File: config.mk
export PLATFORM = sky130hd
export DESIGN_NAME = cmps_top
export DESIGN_NICKNAME = d
export VERILOG_FILES = /design/src/include/cmps_pkg.sv /design/src/include/cmps_if.sv /design/src/cmps_top.sv /design/src/cmps_sync.sv /design/src/cmps_edge.sv
export SDC_FILE = /design/constraint.sdc
export NUM_CORES = 1
export LEC_CHECK = 0
export BUFFER_PORTS_ARGS = -buffer_cell sky130_fd_sc_hd__buf_4
export CORE_AREA = 2 2 78 80
export CTS_CLUSTER_SIZE = 28
export DETAILED_ROUTE_END_ITERATION = 10
export DIE_AREA = 0 0 80 82
export GPL_TIMING_DRIVEN = 1
export HOLD_SLACK_MARGIN = 0.1
export PLACE_DENSITY = 0.45
export SETUP_SLACK_MARGIN = 0.1
export SLEW_MARGIN = 20
export SYNTH_ARGS = -nofsm -noshare
export SYNTH_HDL_FRONTEND = slang
export SYNTH_HIERARCHICAL = 1
export SYNTH_SLANG_ARGS = --single-unit
File: constraint.sdc
create_clock -name i_clk -period 1.7 [get_ports i_clk]
set_clock_uncertainty 0.05 [all_clocks]
set_input_delay 0 -clock i_clk [delete_from_list [all_inputs] [get_ports i_clk]]
set_output_delay 0 -clock i_clk [all_outputs]
set_load 0.01 [all_outputs]
File: src/include/cmps_pkg.sv
// Shared constants for the comparator sync and interrupt block.
// Assumes a single 200 MHz system clock; the timer clock arrives as a synchronous level.
package cmps_pkg;

  // ****************************************
  // Register map (word offsets on the plain port)
  // ****************************************
  localparam logic [3:0] CMPS_ADDR_CTRL_A = 4'h0;
  localparam logic [3:0] CMPS_ADDR_CTRL_B = 4'h1;
  localparam logic [3:0] CMPS_ADDR_FLAG   = 4'h2;
  localparam logic [3:0] CMPS_ADDR_IEN    = 4'h3;
  localparam logic [3:0] CMPS_ADDR_INTC   = 4'h4;
  localparam logic [3:0] CMPS_ADDR_STATUS = 4'h5;

  // ****************************************
  // Field positions
  // ****************************************
  // comparator_control_a
  localparam int CMPS_A_ON    = 7;
  localparam int CMPS_A_POL   = 4;
  localparam int CMPS_A_SP    = 2;
  localparam int CMPS_A_HYS   = 1;
  localparam int CMPS_A_SYNC  = 0;
  // comparator_control_b
  localparam int CMPS_B_RISE  = 7;
  localparam int CMPS_B_FALL  = 6;
  // flag, enable, interrupt control
  localparam int CMPS_F_IF    = 0;
  localparam int CMPS_E_IE    = 0;
  localparam int CMPS_I_GIE   = 7;
  localparam int CMPS_I_PERIPHERAL_IRQ_ENABLE  = 6;
  // status
  localparam int CMPS_S_OUT   = 0;
  localparam int CMPS_S_RAW   = 1;

  localparam logic [7:0] CMPS_RST_VAL = 8'h00;

  typedef enum logic [1:0] {
    CMPS_TCK_LOW  = 2'b00,
    CMPS_TCK_HIGH = 2'b01
  } cmps_tck_t;

endpackage

File: src/include/cmps_if.sv
// Carries the comparator output level between the top and its helpers.
// Assumes all users run on the system clock.
interface cmps_if;
  logic out_level;
  logic rise;
  logic fall;
  modport src (output out_level);
  modport det (input out_level, output rise, output fall);
  modport use_ (input rise, input fall);
endinterface

File: src/cmps_top.sv
// Comparator control: output shaping, timer sync, edge interrupt, hysteresis drive.
// Assumes a plain register port and a timer clock level sampled on i_clk.
//
// The implementer's own choices: the address map and the strobed register port.

// Notes on behaviour
// - The hysteresis select bit drives the hysteresis enable to the analog core.
// - The comparator output is offered as a gate source to the gateable timer.
// - With sync select set, the output is captured on each timer clock falling edge.
// - With a prescaler the capture uses the prescaled timer clock.
// - Capture changes only on the falling edge while the timer counts on the rising edge.
// - Each comparator has its own rising and falling edge detectors.
// - The flag sets on an enabled rising or an enabled falling edge.
// - The flag never clears in hardware, only by a software write.
// - An edge in the same cycle as a software clear leaves the flag set.
// - Toggling polarity or on/off counts as an output change; while off, polarity has no effect.
module cmps_top (
  // Clock and reset
  input  wire logic       i_clk,
  input  wire logic       i_rst_b,
  // Register port
  input  wire logic [3:0] i_addr,
  input  wire logic [7:0] i_wdata,
  input  wire logic       i_wr,
  input  wire logic       i_rd,
  output logic      [7:0] o_rdata,
  // Analog core
  input  wire logic       i_core_result,
  output logic            o_hysteresis_enable,
  output logic            o_speed_power_select,
  output logic            o_comparator_on,
  // Gateable timer
  input  wire logic       i_tmr_prescaled_clk,
  output logic            o_timer_gate,
  // Interrupt
  output logic            o_irq
);

  // ****************************************
  // Registers
  // ****************************************
  logic [7:0] comparator_control_a;
  logic [7:0] comparator_control_b;
  logic       comparator_irq_flag;
  logic       comparator_irq_enable;
  logic [7:0] interrupt_control_reg;
  logic [7:0] next_rdata;

  wire wr_a    = i_wr && (i_addr == cmps_pkg::CMPS_ADDR_CTRL_A);
  wire wr_b    = i_wr && (i_addr == cmps_pkg::CMPS_ADDR_CTRL_B);
  wire wr_flag = i_wr && (i_addr == cmps_pkg::CMPS_ADDR_FLAG);
  wire wr_ien  = i_wr && (i_addr == cmps_pkg::CMPS_ADDR_IEN);
  wire wr_intc = i_wr && (i_addr == cmps_pkg::CMPS_ADDR_INTC);

  wire comparator_on   = comparator_control_a[cmps_pkg::CMPS_A_ON];
  wire output_polarity = comparator_control_a[cmps_pkg::CMPS_A_POL];
  wire sync_select     = comparator_control_a[cmps_pkg::CMPS_A_SYNC];
  wire hysteresis_sel  = comparator_control_a[cmps_pkg::CMPS_A_HYS];
  wire rising_edge_irq_enable  = comparator_control_b[cmps_pkg::CMPS_B_RISE];
  wire falling_edge_irq_enable = comparator_control_b[cmps_pkg::CMPS_B_FALL];
  wire global_irq_enable     = interrupt_control_reg[cmps_pkg::CMPS_I_GIE];
  wire peripheral_irq_enable = interrupt_control_reg[cmps_pkg::CMPS_I_PERIPHERAL_IRQ_ENABLE];

  always_ff @(posedge i_clk or negedge i_rst_b) begin
    if (!i_rst_b) begin
      comparator_control_a  <= cmps_pkg::CMPS_RST_VAL;
      comparator_control_b  <= cmps_pkg::CMPS_RST_VAL;
      comparator_irq_enable <= 1'b0;
      interrupt_control_reg <= cmps_pkg::CMPS_RST_VAL;
    end else begin
      if (wr_a) comparator_control_a <= i_wdata;
      if (wr_b) comparator_control_b <= i_wdata;
      if (wr_ien) comparator_irq_enable <= i_wdata[cmps_pkg::CMPS_E_IE];
      if (wr_intc) interrupt_control_reg <= i_wdata;
    end
  end

  // ****************************************
  // Output shaping, sync and edges
  // ****************************************
  // Polarity and on/off act after the core, so changing them moves the level
  wire cmp_raw = comparator_on & (i_core_result ^ output_polarity);

  cmps_if link ();
  cmps_sync u_sync (
    .i_clk         (i_clk),
    .i_rst_b       (i_rst_b),
    .i_sync_select (sync_select),
    .i_tmr_clk     (i_tmr_prescaled_clk),
    .i_cmp_out     (cmp_raw),
    .o_out         (link.out_level)
  );
  cmps_edge u_edge (
    .i_clk   (i_clk),
    .i_rst_b (i_rst_b),
    .bus     (link.det)
  );

  wire edge_hit = (link.rise && rising_edge_irq_enable) ||
                  (link.fall && falling_edge_irq_enable);

  // Set takes priority over a software clear in the same cycle
  always_ff @(posedge i_clk or negedge i_rst_b) begin
    if (!i_rst_b) begin
      comparator_irq_flag <= 1'b0;
    end else if (edge_hit) begin
      comparator_irq_flag <= 1'b1;
    end else if (wr_flag) begin
      comparator_irq_flag <= i_wdata[cmps_pkg::CMPS_F_IF];
    end
  end

  // ****************************************
  // Read data, one cycle after the strobe
  // ****************************************
  always_comb begin
    next_rdata = 8'h00;
    case (i_addr)
      cmps_pkg::CMPS_ADDR_CTRL_A: next_rdata = comparator_control_a;
      cmps_pkg::CMPS_ADDR_CTRL_B: next_rdata = comparator_control_b;
      cmps_pkg::CMPS_ADDR_FLAG:   next_rdata[cmps_pkg::CMPS_F_IF] = comparator_irq_flag;
      cmps_pkg::CMPS_ADDR_IEN:    next_rdata[cmps_pkg::CMPS_E_IE] = comparator_irq_enable;
      cmps_pkg::CMPS_ADDR_INTC:   next_rdata = interrupt_control_reg;
      cmps_pkg::CMPS_ADDR_STATUS: begin
        next_rdata[cmps_pkg::CMPS_S_OUT] = link.out_level;
        next_rdata[cmps_pkg::CMPS_S_RAW] = cmp_raw;
      end
      default: next_rdata = 8'h00;
    endcase
  end

  always_ff @(posedge i_clk or negedge i_rst_b) begin
    if (!i_rst_b) begin
      o_rdata <= 8'h00;
    end else begin
      o_rdata <= i_rd ? next_rdata : 8'h00;
    end
  end

  // ****************************************
  // Outputs
  // ****************************************
  assign o_hysteresis_enable  = hysteresis_sel;
  assign o_speed_power_select = comparator_control_a[cmps_pkg::CMPS_A_SP];
  assign o_comparator_on      = comparator_on;
  assign o_timer_gate         = link.out_level;
  // The flag and all three enables (comparator, peripheral, global) must be set for the request to leave
  assign o_irq = comparator_irq_flag && comparator_irq_enable &&
                 peripheral_irq_enable && global_irq_enable;

endmodule

File: src/cmps_sync.sv
// Latches the comparator output on the falling edge of the prescaled timer clock.
// Assumes the prescaled timer clock is a synchronous level on i_clk.
module cmps_sync (
  // Clock and reset
  input  wire logic i_clk,
  input  wire logic i_rst_b,
  // Controls
  input  wire logic i_sync_select,
  input  wire logic i_tmr_clk,
  input  wire logic i_cmp_out,
  // Result
  output logic      o_out
);

  cmps_pkg::cmps_tck_t tck_state;
  logic                held;
  wire                 tck_fall = (tck_state == cmps_pkg::CMPS_TCK_HIGH) && !i_tmr_clk;

  always_ff @(posedge i_clk or negedge i_rst_b) begin
    if (!i_rst_b) begin
      tck_state <= cmps_pkg::CMPS_TCK_LOW;
    end else begin
      tck_state <= i_tmr_clk ? cmps_pkg::CMPS_TCK_HIGH : cmps_pkg::CMPS_TCK_LOW;
    end
  end

  // Only the falling edge updates, so a counter on the rising edge never races it
  always_ff @(posedge i_clk or negedge i_rst_b) begin
    if (!i_rst_b) begin
      held <= 1'b0;
    end else if (tck_fall) begin
      held <= i_cmp_out;
    end
  end

  assign o_out = i_sync_select ? held : i_cmp_out;

endmodule

File: src/cmps_edge.sv
// Rising and falling edge detector on the comparator output level.
// Assumes the level is already on i_clk.
module cmps_edge (
  // Clock and reset
  input  wire logic i_clk,
  input  wire logic i_rst_b,
  // Level in, pulses out
  cmps_if.det       bus
);

  logic prev;

  always_ff @(posedge i_clk or negedge i_rst_b) begin
    if (!i_rst_b) begin
      prev <= 1'b0;
    end else begin
      prev <= bus.out_level;
    end
  end

  assign bus.rise = bus.out_level && !prev;
  assign bus.fall = !bus.out_level && prev;

endmodule

==> flow_summary.toml <==
[outcome]
status = "complete, no violations"

[sta]
max_freq_mhz = 598
timing.final.hold_violations = 0
setup_ws_ps = 28.6
max-slew-margin-rel = 0.567
period_share = 0.983
drv_slew = 0
tightest_slew_ps = 644
fin_crit_ps = 1670
setup_violations = 0
grt_setup_unrepaired = "yes"

[cells_and_area]
regArea_sq_um = 926
num-fill-cells = 588
multi_input_area_sq_um = 736
num-nets-final = 192
layout-drive-gt1-share = 0.474
layout.cells.non_filler = 250
final_cell_mix = "37 x dfrtp_1, 35 x buf_4, 32 x mux2_2"
layout_commonest_cell = "dfrtp_1"
diodes = 0
area_growth_pct = 35.9

[floorplan]
core_area_sq_um = 5750
initial_core_util = 0.289
boundaryPins = 31
dieArea_sq_um = 6560
die_x_microns = 80
die_height_microns = 82
rows = 28

[pwr]
peakVddDrop_mv = 0.379
power_density_nw_per_um2 = 999
leakagePower_nw = 1.02

[route]
drt-total-wl_microns = 4050
avgRoutedWirePerCell_microns = 16.2
drt_iter0_drc = 30
first_pass_iters = 4
dr_total_vias = 1202
drc_errors = 0
ant_nets = 0
via_per_inst = 4.81

[worst_hold_path]
min_path_type = "in -> reg"

[yosys]
synthesis.instances = 120
synth_cell_types = 31
synth_nets = 138
netlist_area_sq_um = 1660
avgSynthCellArea_sq_um = 13.8
synth-seq-cells = 37
ys_seq_area_frac = 0.557
yosysWarningCount = 6

[placement]
io_buffer_count = 30
post-place-ws_ps = 50.2
dp_cells = 224
dpl.hpwl_microns = 2660
gp_congestion = 0.741

[run]
cap_violations = 0

[critical_path]
end_kind = "register"
critPathArrivalTime_ps = 1790
start_kind = "register"
worstSetupPathType = "reg -> reg"
path_max_fanout = 5
critPathRequiredTime_ps = 1820

[clocking]
cts-root-buf = "clkbuf_8"
cts_buffer_depth = 2
path_clk_slew_ps = 70
cts.sinks = 37
cts_tree = "built"
htreeDepth = 2
numCtsBuffers = 5
insertion_delay_ps = 280

[global_route]
grt_max_degree = 38
first_global_vias = 1247
grtUsageTotal = 0.133
grt_pass1_wl_microns = 6350
antenna_found_initial = 0
overflow = 0
layer usage:
| layer | global-route usage | part of all wire |
|---|---|---|
| met1 | 0.158 | 0.42 |
| met2 | 0.225 | 0.51 |
| met3 | 0.0352 | 0.038 |
| met4 | 0.0661 | 0.031 |
| met5 | 0 | 0 |
cell usage after synthesis (all sizes together):
master,instances,area share
nor2b,3,0.011
o41ai,1,0.0053
nor2,8,0.018
mux2i,2,0.012
nand2b,2,0.0075
nand3,2,0.0060
nand2,4,0.017
and4,1,0.0053
xor2,1,0.0053
nor3b,2,0.012
a311o,1,0.0060
a22oi,5,0.023
and2,1,0.0038
nor4b,2,0.020
nand4b,1,0.0053
a32oi,2,0.011
a221oi,1,0.0053
dfrtp,37,0.56
buf,3,0.0090
nor3,2,0.0060
a211o,1,0.0053
a31oi,1,0.0038
a2111oi,1,0.0053
mux2,34,0.23
and2b,1,0.0053
clkbuf,1,0.0030
final timing paths:
check,from,endpoint,slack [ps],depth (start not counted)
max,comparator_control_a[4]$_DFFE_PN0P_,o_rdata[0]$_DFF_PN0_,30,6
min,i_addr[0],comparator_irq_enable$_DFFE_PN0P_,140,3
max reg2reg,comparator_control_a[4]$_DFFE_PN0P_,o_rdata[0]$_DFF_PN0_,30,6
min reg2reg,comparator_control_b[4]$_DFFE_PN0P_,comparator_control_b[4]$_DFFE_PN0P_,450,1
max in group asynchronous,i_rst_b,interrupt_control_reg[7]$_DFFE_PN0P_,1100,2
min in group asynchronous,i_rst_b,comparator_irq_enable$_DFFE_PN0P_,170,2
cells by family after synthesis:
| kind of cell | after synthesis | synth area share |
|---|---|---|
| compound gates | 13 | 0.0640 |
| xor+xnor | 1 | 0.00527 |
| buf+inv | 4 | 0.0120 |
| flops | 37 | 0.557 |
| mux | 36 | 0.245 |
| simple gates | 29 | 0.117 |
through the flow:
stage / setup TNS [ps] / hold WS, ps / instance area, sq um / power [mW] / utilization
floorplan: 0 / -346 / 1670 / 1.44 / -
global placement: 0 / -57.1 / 1990 / 1.63 / 0.346
detailed placement: 0 / -52.6 / 1990 / 1.64 / 0.346
CTS: 0 / 121 / 2230 / 2.27 / 0.389
global route: -32.4 / 163 / 2260 / 2.38 / 0.393
finish: 0 / 140 / 2260 / 2.26 / 0.393
critical path, stage by stage (launching register included):
cell and delay [ps]:
dfrtp_1 390, xor2_1 160, and2_4 150, mux2_4 300, mux2i_2 180, nor3b_2 70
a311o_1 260
report_power, final:
part	switching, mW	internal [mW]
registers	0.102	1.05
clock network	0.287	0.291
logic	0.200	0.327
total	0.589	1.67
area by class of cell:
type                    count  share of cell area
clock buffers               8              0.0355
well taps                  75              0.0416
multi-input cells          79               0.326
flip-flops and latches     37               0.410
repair buffers             51               0.187
repair_timing:
action                     CTS  global route
setup endpoints to repair    2            13
cloned                       0             0
gates resized for setup      0             4
buffers inserted             1             1
hold buffers                16             0
pin swaps                    1             2
hold endpoints to repair    67             0
Note: power is estimated with default switching activity, not from simulation.
